===== src/logic/mbx_pkg.sv =====
/*
  Shared constants for the interprocessor mailbox register block: register
  offsets, widths, reset values, status bit positions and the byte merge.
  Assumes byte addresses on a 32-bit Wishbone bus, one register per word.
*/
`default_nettype none
package mbx_pkg;
  localparam int ADDR_W = 8;
  localparam int DATA_W = 16;
  localparam int WB_DW  = 32;
  localparam int WB_SEL = 4;
  localparam int N_D2H  = 2;
  localparam int N_STS  = 3;

  localparam logic [ADDR_W-1:0] OFF_H2D1_LO   = 8'h00;
  localparam logic [ADDR_W-1:0] OFF_H2D1_HI   = 8'h04;
  localparam logic [ADDR_W-1:0] OFF_D2H1_LO   = 8'h08;
  localparam logic [ADDR_W-1:0] OFF_D2H1_HI   = 8'h0C;
  localparam logic [ADDR_W-1:0] OFF_D2H2_LO   = 8'h10;
  localparam logic [ADDR_W-1:0] OFF_D2H2_HI   = 8'h14;
  localparam logic [ADDR_W-1:0] OFF_FLAG_H2D1 = 8'h18;
  localparam logic [ADDR_W-1:0] OFF_FLAG_D2H1 = 8'h1C;
  localparam logic [ADDR_W-1:0] OFF_FLAG_D2H2 = 8'h20;
  localparam logic [ADDR_W-1:0] OFF_IRQ_STS   = 8'h30;
  localparam logic [ADDR_W-1:0] OFF_IRQ_CLR   = 8'h34;
  localparam logic [ADDR_W-1:0] OFF_IRQ_EN    = 8'h38;

  localparam logic [DATA_W-1:0] RST_WORD = 16'h0000;
  localparam logic [N_STS-1:0]  RST_STS  = 3'h0;
  localparam logic [N_STS-1:0]  RST_EN   = 3'h0;

  localparam int FLAG_INT_BIT = 0;
  localparam int STS_H2D1_TAKEN = 0;
  localparam int STS_D2H1_NEW   = 1;
  localparam int STS_D2H2_NEW   = 2;

  // byte lanes not selected keep their old contents
  function automatic logic [DATA_W-1:0] mergeWord(input logic [DATA_W-1:0] old,
                                                  input logic [DATA_W-1:0] wdat,
                                                  input logic [1:0]        sel);
    mergeWord = {sel[1] ? wdat[15:8] : old[15:8], sel[0] ? wdat[7:0] : old[7:0]};
  endfunction
endpackage
`default_nettype wire


===== src/logic/mbx_acc_if.sv =====
/*
  Single-cycle register access between a Wishbone port and the mailbox core.
  Assumes the core answers rdat and err combinationally in the cycle of req.
*/
`timescale 1ns/1ps
`default_nettype none
interface mbx_acc_if;
  import mbx_pkg::*;
  logic              req;
  logic              we;
  logic [ADDR_W-1:0] addr;
  logic [1:0]        sel;
  logic [DATA_W-1:0] wdat;
  logic [DATA_W-1:0] rdat;
  logic              err;
  modport port (output req, we, addr, sel, wdat, input rdat, err);
  modport core (input req, we, addr, sel, wdat, output rdat, err);
endinterface
`default_nettype wire


===== src/logic/mbx_wb_port.sv =====
/*
  Classic Wishbone slave that turns each bus cycle into one access pulse.
  Assumes a master that holds its request until ack or err is seen.
*/
`timescale 1ns/1ps
`default_nettype none
module mbx_wb_port (
  // clock and reset
  input  wire logic                        mclk,
  input  wire logic                        rst_n,
  // wishbone slave
  input  wire logic                        cyc,
  input  wire logic                        stb,
  input  wire logic                        we,
  input  wire logic [mbx_pkg::ADDR_W-1:0]  adr,
  input  wire logic [mbx_pkg::WB_SEL-1:0]  sel,
  input  wire logic [mbx_pkg::WB_DW-1:0]   datW,
  output logic      [mbx_pkg::WB_DW-1:0]   datR,
  output logic                             ack,
  output logic                             err,
  // access toward the core
  mbx_acc_if.port                          acc
);
  import mbx_pkg::*;

  logic             ack_ff;
  logic             err_ff;
  logic [WB_DW-1:0] datR_ff;

  // the answer flop masks req so a held request acts exactly once
  assign acc.req  = cyc & stb & ~ack_ff & ~err_ff;
  assign acc.we   = we;
  assign acc.addr = adr;
  assign acc.sel  = sel[1:0];
  assign acc.wdat = datW[DATA_W-1:0];

  always_ff @(posedge mclk) begin
    if (!rst_n) begin
      ack_ff <= 1'b0;
      err_ff <= 1'b0;
    end else begin
      ack_ff <= acc.req & ~acc.err;
      err_ff <= acc.req & acc.err;
    end
  end

  always_ff @(posedge mclk) begin
    if (!rst_n) begin
      datR_ff <= '0;
    end else if (acc.req & ~acc.we) begin
      datR_ff <= {{(WB_DW-DATA_W){1'b0}}, acc.rdat};
    end
  end

  assign ack  = ack_ff;
  assign err  = err_ff;
  assign datR = datR_ff;
endmodule
`default_nettype wire


===== src/logic/mbx_regs.sv =====
/*
  Interprocessor mailbox registers: one host-to-DSP mailbox and two
  DSP-to-host mailboxes, each a low and a high 16-bit word with a pending
  flag, plus a host interrupt status, clear and enable set.
  Assumes two classic Wishbone masters on one clock: the host side (core,
  DMA engines, on-chip initiator port) tagged by hostIsCore, and the DSP core.
*/
// Decided for this implementation: the Wishbone register port.
// How it works
// - host-to-DSP low word, host read/write, DSP read only, resets to zero.
// - host write of host-to-DSP high word stores it, sets pending, raises irq.
// - DSP read of host-to-DSP high word clears pending and drops irq.
// - DSP-to-host low words, DSP read/write, host read only, reset zero.
// - DSP write of box-one high word stores, sets pending, raises host irq.
// - host core read of box-one high word clears its pending flag.
// - DSP write of box-two high word stores, sets pending, raises host irq.
// - host core read of box-two high word clears its pending flag.
// - low word writes never set pending nor raise an interrupt.
// - sender writes to a pending mailbox are dropped and answered with err.
// - sender reading its own high word keeps the pending flag.
// - flag registers only show pending; writes to them do nothing.
`timescale 1ns/1ps
`default_nettype none
module mbx_regs (
  // clock and reset
  input  wire logic                        mclk,
  input  wire logic                        rst_n,
  // host-side wishbone
  input  wire logic                        hostCyc,
  input  wire logic                        hostStb,
  input  wire logic                        hostWe,
  input  wire logic [mbx_pkg::ADDR_W-1:0]  hostAdr,
  input  wire logic [mbx_pkg::WB_SEL-1:0]  hostSel,
  input  wire logic [mbx_pkg::WB_DW-1:0]   hostDatW,
  input  wire logic                        hostIsCore,
  output logic      [mbx_pkg::WB_DW-1:0]   hostDatR,
  output logic                             hostAck,
  output logic                             hostErr,
  // dsp-side wishbone
  input  wire logic                        dspCyc,
  input  wire logic                        dspStb,
  input  wire logic                        dspWe,
  input  wire logic [mbx_pkg::ADDR_W-1:0]  dspAdr,
  input  wire logic [mbx_pkg::WB_SEL-1:0]  dspSel,
  input  wire logic [mbx_pkg::WB_DW-1:0]   dspDatW,
  output logic      [mbx_pkg::WB_DW-1:0]   dspDatR,
  output logic                             dspAck,
  output logic                             dspErr,
  // interrupts
  output logic                             h2dIrq,
  output logic                             d2h1Irq,
  output logic                             d2h2Irq,
  output logic                             hostIrq
);
  import mbx_pkg::*;

  localparam logic [ADDR_W-1:0] D2H_LO [N_D2H] = '{OFF_D2H1_LO, OFF_D2H2_LO};
  localparam logic [ADDR_W-1:0] D2H_HI [N_D2H] = '{OFF_D2H1_HI, OFF_D2H2_HI};
  localparam logic [ADDR_W-1:0] D2H_FL [N_D2H] = '{OFF_FLAG_D2H1, OFF_FLAG_D2H2};

  mbx_acc_if hAcc ();
  mbx_acc_if dAcc ();

  mbx_wb_port uHostPort (
    .mclk (mclk),
    .rst_n(rst_n),
    .cyc  (hostCyc),
    .stb  (hostStb),
    .we   (hostWe),
    .adr  (hostAdr),
    .sel  (hostSel),
    .datW (hostDatW),
    .datR (hostDatR),
    .ack  (hostAck),
    .err  (hostErr),
    .acc  (hAcc.port)
  );

  mbx_wb_port uDspPort (
    .mclk (mclk),
    .rst_n(rst_n),
    .cyc  (dspCyc),
    .stb  (dspStb),
    .we   (dspWe),
    .adr  (dspAdr),
    .sel  (dspSel),
    .datW (dspDatW),
    .datR (dspDatR),
    .ack  (dspAck),
    .err  (dspErr),
    .acc  (dAcc.port)
  );

  logic [DATA_W-1:0] h2dLo_ff;
  logic [DATA_W-1:0] h2dHi_ff;
  logic              h2dPend_ff;
  logic [DATA_W-1:0] d2hLo_ff [N_D2H];
  logic [DATA_W-1:0] d2hHi_ff [N_D2H];
  logic [N_D2H-1:0]  d2hPend_ff;
  logic [N_STS-1:0]  sts_ff;
  logic [N_STS-1:0]  en_ff;
  logic [N_STS-1:0]  nxt_sts;
  logic [N_STS-1:0]  stsSet;
  logic [N_STS-1:0]  stsClr;

  logic              hWr;
  logic              hRd;
  logic              dWr;
  logic              dRd;
  logic              hostLoWr;
  logic              hostHiWr;
  logic              dspHiRd;
  logic [N_D2H-1:0]  d2hLoWr;
  logic [N_D2H-1:0]  d2hHiWr;
  logic [N_D2H-1:0]  d2hHiRd;

  assign hWr = hAcc.req & hAcc.we;
  assign hRd = hAcc.req & ~hAcc.we;
  assign dWr = dAcc.req & dAcc.we;
  assign dRd = dAcc.req & ~dAcc.we;

  assign hostLoWr = hWr & (hAcc.addr == OFF_H2D1_LO) & ~h2dPend_ff;
  assign hostHiWr = hWr & (hAcc.addr == OFF_H2D1_HI) & ~h2dPend_ff;
  // only the receiving side's read releases the mailbox
  assign dspHiRd  = dRd & (dAcc.addr == OFF_H2D1_HI);

  always_comb begin
    for (int i = 0; i < N_D2H; i++) begin
      d2hLoWr[i] = dWr & (dAcc.addr == D2H_LO[i]) & ~d2hPend_ff[i];
      d2hHiWr[i] = dWr & (dAcc.addr == D2H_HI[i]) & ~d2hPend_ff[i];
      // DMA and initiator-port reads leave the flag alone
      d2hHiRd[i] = hRd & hostIsCore & (hAcc.addr == D2H_HI[i]);
    end
  end

  always_ff @(posedge mclk) begin
    if (!rst_n) begin
      h2dLo_ff <= RST_WORD;
      h2dHi_ff <= RST_WORD;
    end else begin
      if (hostLoWr) h2dLo_ff <= mergeWord(h2dLo_ff, hAcc.wdat, hAcc.sel);
      if (hostHiWr) h2dHi_ff <= mergeWord(h2dHi_ff, hAcc.wdat, hAcc.sel);
    end
  end

  // set wins over a clear landing in the same cycle
  always_ff @(posedge mclk) begin
    if (!rst_n) begin
      h2dPend_ff <= 1'b0;
    end else if (hostHiWr) begin
      h2dPend_ff <= 1'b1;
    end else if (dspHiRd) begin
      h2dPend_ff <= 1'b0;
    end
  end

  always_ff @(posedge mclk) begin
    for (int i = 0; i < N_D2H; i++) begin
      if (!rst_n) begin
        d2hLo_ff[i] <= RST_WORD;
        d2hHi_ff[i] <= RST_WORD;
      end else begin
        if (d2hLoWr[i]) d2hLo_ff[i] <= mergeWord(d2hLo_ff[i], dAcc.wdat, dAcc.sel);
        if (d2hHiWr[i]) d2hHi_ff[i] <= mergeWord(d2hHi_ff[i], dAcc.wdat, dAcc.sel);
      end
    end
  end

  always_ff @(posedge mclk) begin
    for (int i = 0; i < N_D2H; i++) begin
      if (!rst_n) begin
        d2hPend_ff[i] <= 1'b0;
      end else if (d2hHiWr[i]) begin
        d2hPend_ff[i] <= 1'b1;
      end else if (d2hHiRd[i]) begin
        d2hPend_ff[i] <= 1'b0;
      end
    end
  end

  always_comb begin
    stsSet = '0;
    stsSet[STS_H2D1_TAKEN] = dspHiRd & h2dPend_ff & ~hostHiWr;
    stsSet[STS_D2H1_NEW]   = d2hHiWr[0];
    stsSet[STS_D2H2_NEW]   = d2hHiWr[1];
    stsClr  = (hWr && hAcc.addr == OFF_IRQ_CLR) ? hAcc.wdat[N_STS-1:0] : '0;
    nxt_sts = stsSet | (sts_ff & ~stsClr);
  end

  always_ff @(posedge mclk) begin
    if (!rst_n) begin
      sts_ff <= RST_STS;
    end else begin
      sts_ff <= nxt_sts;
    end
  end

  always_ff @(posedge mclk) begin
    if (!rst_n) begin
      en_ff <= RST_EN;
    end else if (hWr && hAcc.addr == OFF_IRQ_EN) begin
      en_ff <= hAcc.wdat[N_STS-1:0];
    end
  end

  // the mailbox lines follow the flags, so masking elsewhere never loses one
  assign h2dIrq  = h2dPend_ff;
  assign d2h1Irq = d2hPendOut(0);
  assign d2h2Irq = d2hPendOut(1);
  assign hostIrq = |(sts_ff & en_ff);

  function automatic logic d2hPendOut(input int idx);
    d2hPendOut = d2hPend_ff[idx];
  endfunction

  // host port: host-to-DSP box is writable, DSP-to-host boxes read only
  always_comb begin
    hAcc.rdat = '0;
    hAcc.err  = 1'b0;
    case (hAcc.addr)
      OFF_H2D1_LO: begin
        hAcc.rdat = h2dLo_ff;
        hAcc.err  = hAcc.we & h2dPend_ff;
      end
      OFF_H2D1_HI: begin
        hAcc.rdat = h2dHi_ff;
        hAcc.err  = hAcc.we & h2dPend_ff;
      end
      OFF_D2H1_LO: begin
        hAcc.rdat = d2hLo_ff[0];
        hAcc.err  = hAcc.we;
      end
      OFF_D2H1_HI: begin
        hAcc.rdat = d2hHi_ff[0];
        hAcc.err  = hAcc.we;
      end
      OFF_D2H2_LO: begin
        hAcc.rdat = d2hLo_ff[1];
        hAcc.err  = hAcc.we;
      end
      OFF_D2H2_HI: begin
        hAcc.rdat = d2hHi_ff[1];
        hAcc.err  = hAcc.we;
      end
      OFF_FLAG_H2D1: hAcc.rdat[FLAG_INT_BIT] = h2dPend_ff;
      OFF_FLAG_D2H1: hAcc.rdat[FLAG_INT_BIT] = d2hPend_ff[0];
      OFF_FLAG_D2H2: hAcc.rdat[FLAG_INT_BIT] = d2hPend_ff[1];
      OFF_IRQ_STS:   hAcc.rdat = DATA_W'(sts_ff);
      OFF_IRQ_CLR:   hAcc.rdat = '0;
      OFF_IRQ_EN:    hAcc.rdat = DATA_W'(en_ff);
      default:       hAcc.err  = 1'b1;
    endcase
  end

  // dsp port: mirror image; status, clear and enable are host-only
  always_comb begin
    dAcc.rdat = '0;
    dAcc.err  = 1'b1;
    if (dAcc.addr == OFF_H2D1_LO) begin
      dAcc.rdat = h2dLo_ff;
      dAcc.err  = dAcc.we;
    end
    if (dAcc.addr == OFF_H2D1_HI) begin
      dAcc.rdat = h2dHi_ff;
      dAcc.err  = dAcc.we;
    end
    if (dAcc.addr == OFF_FLAG_H2D1) begin
      dAcc.rdat[FLAG_INT_BIT] = h2dPend_ff;
      dAcc.err  = 1'b0;
    end
    for (int i = 0; i < N_D2H; i++) begin
      if (dAcc.addr == D2H_LO[i]) begin
        dAcc.rdat = d2hLo_ff[i];
        dAcc.err  = dAcc.we & d2hPend_ff[i];
      end
      if (dAcc.addr == D2H_HI[i]) begin
        dAcc.rdat = d2hHi_ff[i];
        dAcc.err  = dAcc.we & d2hPend_ff[i];
      end
      if (dAcc.addr == D2H_FL[i]) begin
        dAcc.rdat[FLAG_INT_BIT] = d2hPend_ff[i];
        dAcc.err  = 1'b0;
      end
    end
  end
endmodule
`default_nettype wire


===== config.mk =====
export PLATFORM = sky130hd
export DESIGN_NAME = mbx_regs
export DESIGN_NICKNAME = d
export VERILOG_FILES = /design/src/logic/mbx_pkg.sv /design/src/logic/mbx_acc_if.sv /design/src/logic/mbx_wb_port.sv /design/src/logic/mbx_regs.sv
export SDC_FILE = /design/constraint.sdc
export NUM_CORES = 1
export LEC_CHECK = 0
export BUFFER_PORTS_ARGS = -buffer_cell sky130_fd_sc_hd__buf_2
export CORE_UTILIZATION = 50
export CTS_BUF_LIST = sky130_fd_sc_hd__clkbuf_16
export CTS_CLUSTER_SIZE = 20
export DETAILED_ROUTE_END_ITERATION = 12
export PLACE_DENSITY_LB_ADDON = 0.05
export SLEW_MARGIN = 25
export SYNTH_ARGS = -nofsm -noshare
export SYNTH_HDL_FRONTEND = slang
export SYNTH_SLANG_ARGS = --single-unit

===== constraint.sdc =====
create_clock -name mclk -period 4.45 [get_ports mclk]
set_clock_uncertainty 0.05 [all_clocks]
set_input_delay 0.445 -clock mclk [delete_from_list [all_inputs] [get_ports mclk]]
set_output_delay 0.445 -clock mclk [all_outputs]
set_load 0.03 [all_outputs]

==> results of run 1 <==
[power breakdown]
group | leakage, nW | internal, W | total, W | switching [W]
combinational | 1.83 | 0.0000767 | 0.000261 | 0.000184
clock | 0.290 | 0.000791 | 0.00132 | 0.000526
sequential | 1.27 | 0.00138 | 0.00140 | 0.0000165
total | 3.39 | 0.00225 | 0.00297 | 0.000726
[area by class of cell]
cell class	instances	share of cell area
Clock buffer	20	0.05887
Tap cell	184	0.02708
Timing Repair Buffer	114	0.07123
Clock inverter	12	0.005740
Inverter	9	0.003974
Multi-Input combinational cell	556	0.4258
Sequential cell	141	0.4074
[flip-flops by register name (all words and copies together), names as in the netlist]
name / count
d2hHi_ff: 32
d2hLo_ff: 32
d2hPend_ff: 2
en_ff: 3
h2dHi_ff: 16
h2dIrq: 1
h2dLo_ff: 16
sts_ff: 3
uDspPort.ack: 1
uDspPort.datR: 16
uDspPort.err: 1
uHostPort.ack: 1
uHostPort.datR: 16
uHostPort.err: 1
[cells by family (layout without fill, tap and decap cells)]
| group | after synthesis | after routing |
|---|---|---|
| AO/OA/AOI/OAI | 176 | 176 |
| AND/OR/NAND/NOR | 268 | 268 |
| multiplexers | 80 | 80 |
| buffers and inverters | 89 | 155 |
| other | 1 | 32 |
| flip-flops | 141 | 141 |
[worst max path at each step]
| stage | to | start |
|---|---|---|
| after floorplan | d2hHi_ff[0][0]$_SDFFCE_PN0P_ | dspAdr[7] |
| after global placement | d2hLo_ff[0][4]$_SDFFCE_PN0P_ | dspAdr[7] |
| after detailed placement | d2hLo_ff[0][4]$_SDFFCE_PN0P_ | dspAdr[3] |
| after CTS | d2hLo_ff[0][2]$_SDFFCE_PN0P_ | uDspPort.err$_SDFF_PN0_ |
| after global routing | d2hLo_ff[0][0]$_SDFFCE_PN0P_ | dspAdr[7] |
| final | d2hLo_ff[0][2]$_SDFFCE_PN0P_ | dspAdr[7] |
[synth_stat cells, types with 11 or more instances]
library cell,instances
nand2_1,102
dfxtp_1,77
and2_1,67
edfxtp_1,64
o21ai_0,61
mux2_2,39
mux2i_1,39
buf_4,35
clkbuf_1,30
o22ai_1,28
nand3_1,21
a21oi_1,20
nor2_1,16
a22o_1,15
buf_2,11
[stage by stage]
| step | setup WS, ps | cell area (sq um) |
|---|---|---|
| after global placement | 1415 | 7938 |
| after global routing | 1621 | 8502 |
| after floorplan | 2135 | 7546 |
| after CTS | 1794 | 8496 |
| after detailed placement | 1368 | 7946 |
| final | 1699 | 8502 |
[worst max-delay path, delay by kind of cell]
family,cells,cell delay [ps]
simple gates,5,1880
buf+inv,2,440
[metal layers]
| metal | GRT usage | vias to the layer above |
|---|---|---|
| met5 | 0 | - |
| met4 | 0.08705 | 0 |
| met3 | 0.07555 | 27 |
| met2 | 0.4403 | 336 |
| met1 | 0.4276 | 2914 |
| li1 | - | 2875 |
==> impl_metrics.toml, run 1 <==
[yosys]
syn_avg_cell_area_sq_um = 9.841
ys.flop_type = "dfxtp_1"
synth_warnings = 0
synth-simple-area-share = 0.1965
synth_compound_gate_area_share = 0.1536
synth_edf_count = 64
synth_top_area_frac = 0.2587
synthMuxAreaShare = 0.1177
synthTopCellsByArea = "edfxtp_1 26%, dfxtp_1 21%, mux2_2 5.9%, and2_1 5.6%, mux2i_1 5.3%"
ys_ff_latch = 141
synth_adder_area_share = 0
synth_largest_area_cell = "edfxtp_1"
ys_types = 60
synth_top_family_by_area = "simple AND/OR/NAND/NOR gates"
synthArstFlopShare = 0
synthXorXnorAreaFrac = 0
synth_cells = 755
syn-cell-area_sq_um = 7430
ys_seq_area_frac = 0.4662

[placement]
place.gp.congestion = 0.9436
dp_hpwl_um = 15350
port_buffers = 100
place_inst = 1004

[timing]
rsz0062_at_grt = "false"
fmax_mhz = 363.5
fin_crit_ps = 2751
slew_viol_final = 0
tns_ps = 0
setup_viol = 0
final.period_utilization = 0.6182
timing.hold.ws_ps = 213.2
hold_viol = 0
tightest_slew_ps = 1085
relSlewSlack = 0.2742

[worst_hold_path]
min_from = "hostDatW[4]"
worstHoldPathType = "in -> reg"
whs_endpoint = "h2dLo_ff[4]$_SDFFE_PN0P_"
min_path_cells = 3

[clocking]
clkTransAtPathRegs_ps = 60
root_buffer = "clkbuf_16"
cts-resized-gates = 0
cts_max_level = 4
cts_tree = "built"
cts_num_sinks = 141
clock_latency_ps = 420
clock_path_buffers = 2
cts_setup_buffers = 0
cts_hold_buf = 0
cts-buffers-inserted = 17

[layout]
final_common_cell = "nand2_1"
final_nets = 936
diodes = 0
register_area_sq_um = 3463
final_core_util = 0.5850
multi_input_area_sq_um = 3620
n_fill_cell = 1261
final_cells = 1036
final_cell_mix = "102 x nand2_1, 100 x buf_2, 77 x dfxtp_1"
drive_above_1_share = 0.2324
area_delta_synth_final_pct = 14.43

[critical_path]
crit_type = "in -> reg"
critPathMaxFanout = 10
slowest_delay_ps = 870
critPathLaunchType = "input pin"
end_kind = "register"
cpMostUsedCell = "nand2_1"
cp_data_required_time_ps = 4470
r2r-end = "d2hLo_ff[0][2]$_SDFFCE_PN0P_"
critPathArrivalTime_ps = 2770
slowest_stage = "nor4_2"
reg2regPathDepth = 6
cp_cell_sequence = "buf_2, nor3_2, nand2_1, nor4_2, buf_4, nand2_1, nand2_1"
regToRegStartpoint = "uDspPort.err$_SDFF_PN0_"
rrSetupSlack_ps = 1750

[floorplan]
coreArea_sq_um = 14530
die-width_um = 123.9
start_util = 0.5112
num_io_pins = 169
rows = 44
die_h_um = 123.9
dieArea_sq_um = 15350

[drt]
firstDrtPassIters = 5
vias_per_cell = 5.938
met2WireLength_um = 9479
drc = 0
drt_iter0_drc = 687
wl_met1_um = 10070
highest_layer = "met4"
ant_nets = 0
postRouteWirelength_um = 21940
vias = 6152
wl_per_cell_um = 21.18
wl_met3_um = 2054

[global_routing]
grt_pass1_wl_um = 33240
first_global_vias = 5693
grt_usage = 0.2976
grt_max_degree = 91
antenna_found_initial = 0
grt-ovfl-total = 0

[job]
maxCapViolCount = 0

[status]
status = "finished, final reports clean"

[power]
leakagePower_nw = 3.388
ir_drop_mv = 0.2520
totalPowerFinal_w = 0.002973
powerDensity_nw_per_um2 = 349.7
No activity file was read; power rests on OpenSTA's default activity.
==> run 2, diff against run 1 <==
clock period = 2.75 ns   (was 4.45 ns; I/O delays follow)
==> impl_metrics.toml, run 2 (synthesis results as in run 1) <==
[drt]
drc = 0
vias = 6272
firstDrtPassIters = 7
postRouteWirelength_um = 21870
ant_nets = 0
vias_per_cell = 5.962
wl_per_cell_um = 20.79
drt_iter0_drc = 632

[clocking]
root_buffer = "clkbuf_16"
cts_num_sinks = 141
clock_path_buffers = 2
clkTransAtPathRegs_ps = 60
cts-resized-gates = 0
cts_max_level = 4
cts_setup_buffers = 0
cts_hold_buf = 0
clock_latency_ps = 420
cts-buffers-inserted = 17
cts_tree = "built"

[timing]
tightest_slew_ps = 973.8
final.period_utilization = 0.7629
relSlewSlack = 0.3484
fmax_mhz = 476.6
timing.hold.ws_ps = 43.63
fin_crit_ps = 2098
tns_ps = 0
slew_viol_final = 0
rsz0062_at_grt = "false"
hold_viol = 0
setup_viol = 0

[global_routing]
antenna_found_initial = 0
grt-ovfl-total = 0
grt_max_degree = 47
first_global_vias = 5833
grt_usage = 0.2983
grt_pass1_wl_um = 33100

[critical_path]
cp_data_required_time_ps = 2770
critPathArrivalTime_ps = 2120
slowest_delay_ps = 400
critPathLaunchType = "register"
crit_type = "reg -> reg"
end_kind = "register"
cp_cell_sequence = "and4bb_2, nand4_1, nor4_2, nand2_1, nand2_1"
critPathMaxFanout = 8
slowest_stage = "nor4_2"
cpMostUsedCell = "nand2_1"

[power]
switching_power_w = 0.001203
ir_drop_mv = 0.4815
clkPwrFrac = 0.489
sw_frac_of_total = 0.2290
leakagePower_nw = 3.491
p_seq_frac = 0.430
p_int_w = 0.004048
combPwrFrac = 0.081
powerDensity_nw_per_um2 = 603.2

[floorplan]
dieArea_sq_um = 15350
num_io_pins = 169
die_h_um = 123.9
rows = 44
die-width_um = 123.9
start_util = 0.5112
coreArea_sq_um = 14530

[placement]
dp_hpwl_um = 15870
port_buffers = 100
place.gp.congestion = 0.9122

[layout]
drive_above_1_share = 0.2477
final_nets = 952
diodes = 0
n_fill_cell = 1268
reg.largest.list = "d2hHi_ff (32), d2hLo_ff (32)"
area_delta_synth_final_pct = 17.18
final_common_cell = "nand2_1"
final_cell_mix = "102 x nand2_1, 100 x buf_2, 77 x dfxtp_1"

[job]
maxCapViolCount = 0

[worst_hold_path]
worstHoldPathType = "in -> reg"

[status]
status = "finished, final reports clean"
run 2: power groups by stage:
stage                     Combinational (W)  Clock, W  Sequential [W]
after CTS                          0.000420   0.00257         0.00226
final                              0.000426   0.00257         0.00226
after floorplan                    0.000297         0         0.00230
after detailed placement           0.000418         0         0.00230
after global routing               0.000459   0.00268         0.00226
after global placement             0.000412         0         0.00230
run 2: path summary, 6_finish.rpt:
check	start	end	slack, ps	cells after the start
max	uDspPort.err$_SDFF_PN0_	d2hLo_ff[0][0]$_SDFFCE_PN0P_	650	5
min	hostDatW[7]	h2dHi_ff[7]$_SDFFE_PN0P_	40	3
max reg2reg	uDspPort.err$_SDFF_PN0_	d2hLo_ff[0][0]$_SDFFCE_PN0P_	650	5
min reg2reg	uDspPort.datR[3]$_SDFFE_PN0P_	uDspPort.datR[3]$_SDFFE_PN0P_	390	2
run 2: final cells by class:
class | instances | area [sq um] | share of cell area
Multi-Input combinational cell | 556 | 3596 | 0.4130
Sequential cell | 141 | 3463 | 0.3978
Timing Repair Buffer | 130 | 725.7 | 0.08336
Clock buffer | 17 | 425.4 | 0.04886
Clock inverter | 15 | 231.5 | 0.02659
Tap cell | 184 | 230.2 | 0.02644
Inverter | 9 | 33.78 | 0.003880
run 2: metal layers:
layer,up-vias,global-route usage,routed length [um]
met4,0,0.1228,677
met2,312,0.4271,9135
met1,2983,0.4328,10210
met3,62,0.06548,1848
met5,-,0,0
li1,2915,-,-
run 2: worst max-delay path: cells and delay by family, from the launching register on:
family	cells	cell delay [ps]
simple gates	5	1390
flops	1	300
run 2: stage by stage:
| step | total power, W | instance area (sq um) | util | instances | worst slack [ps] |
|---|---|---|---|---|---|
| final | 0.005251 | 8706 | 0.5990 | 1052 | 652.0 |
| after global routing | 0.005397 | 8706 | 0.5990 | 1052 | 507.2 |
| after CTS | 0.005251 | 8706 | 0.5990 | 1052 | 667.6 |
| after detailed placement | 0.002720 | 8049 | 0.5538 | 1020 | 388.3 |
| after global placement | 0.002712 | 8049 | 0.5538 | 1020 | 408.8 |
| after floorplan | 0.002600 | 7546 | - | 786 | 587.7 |
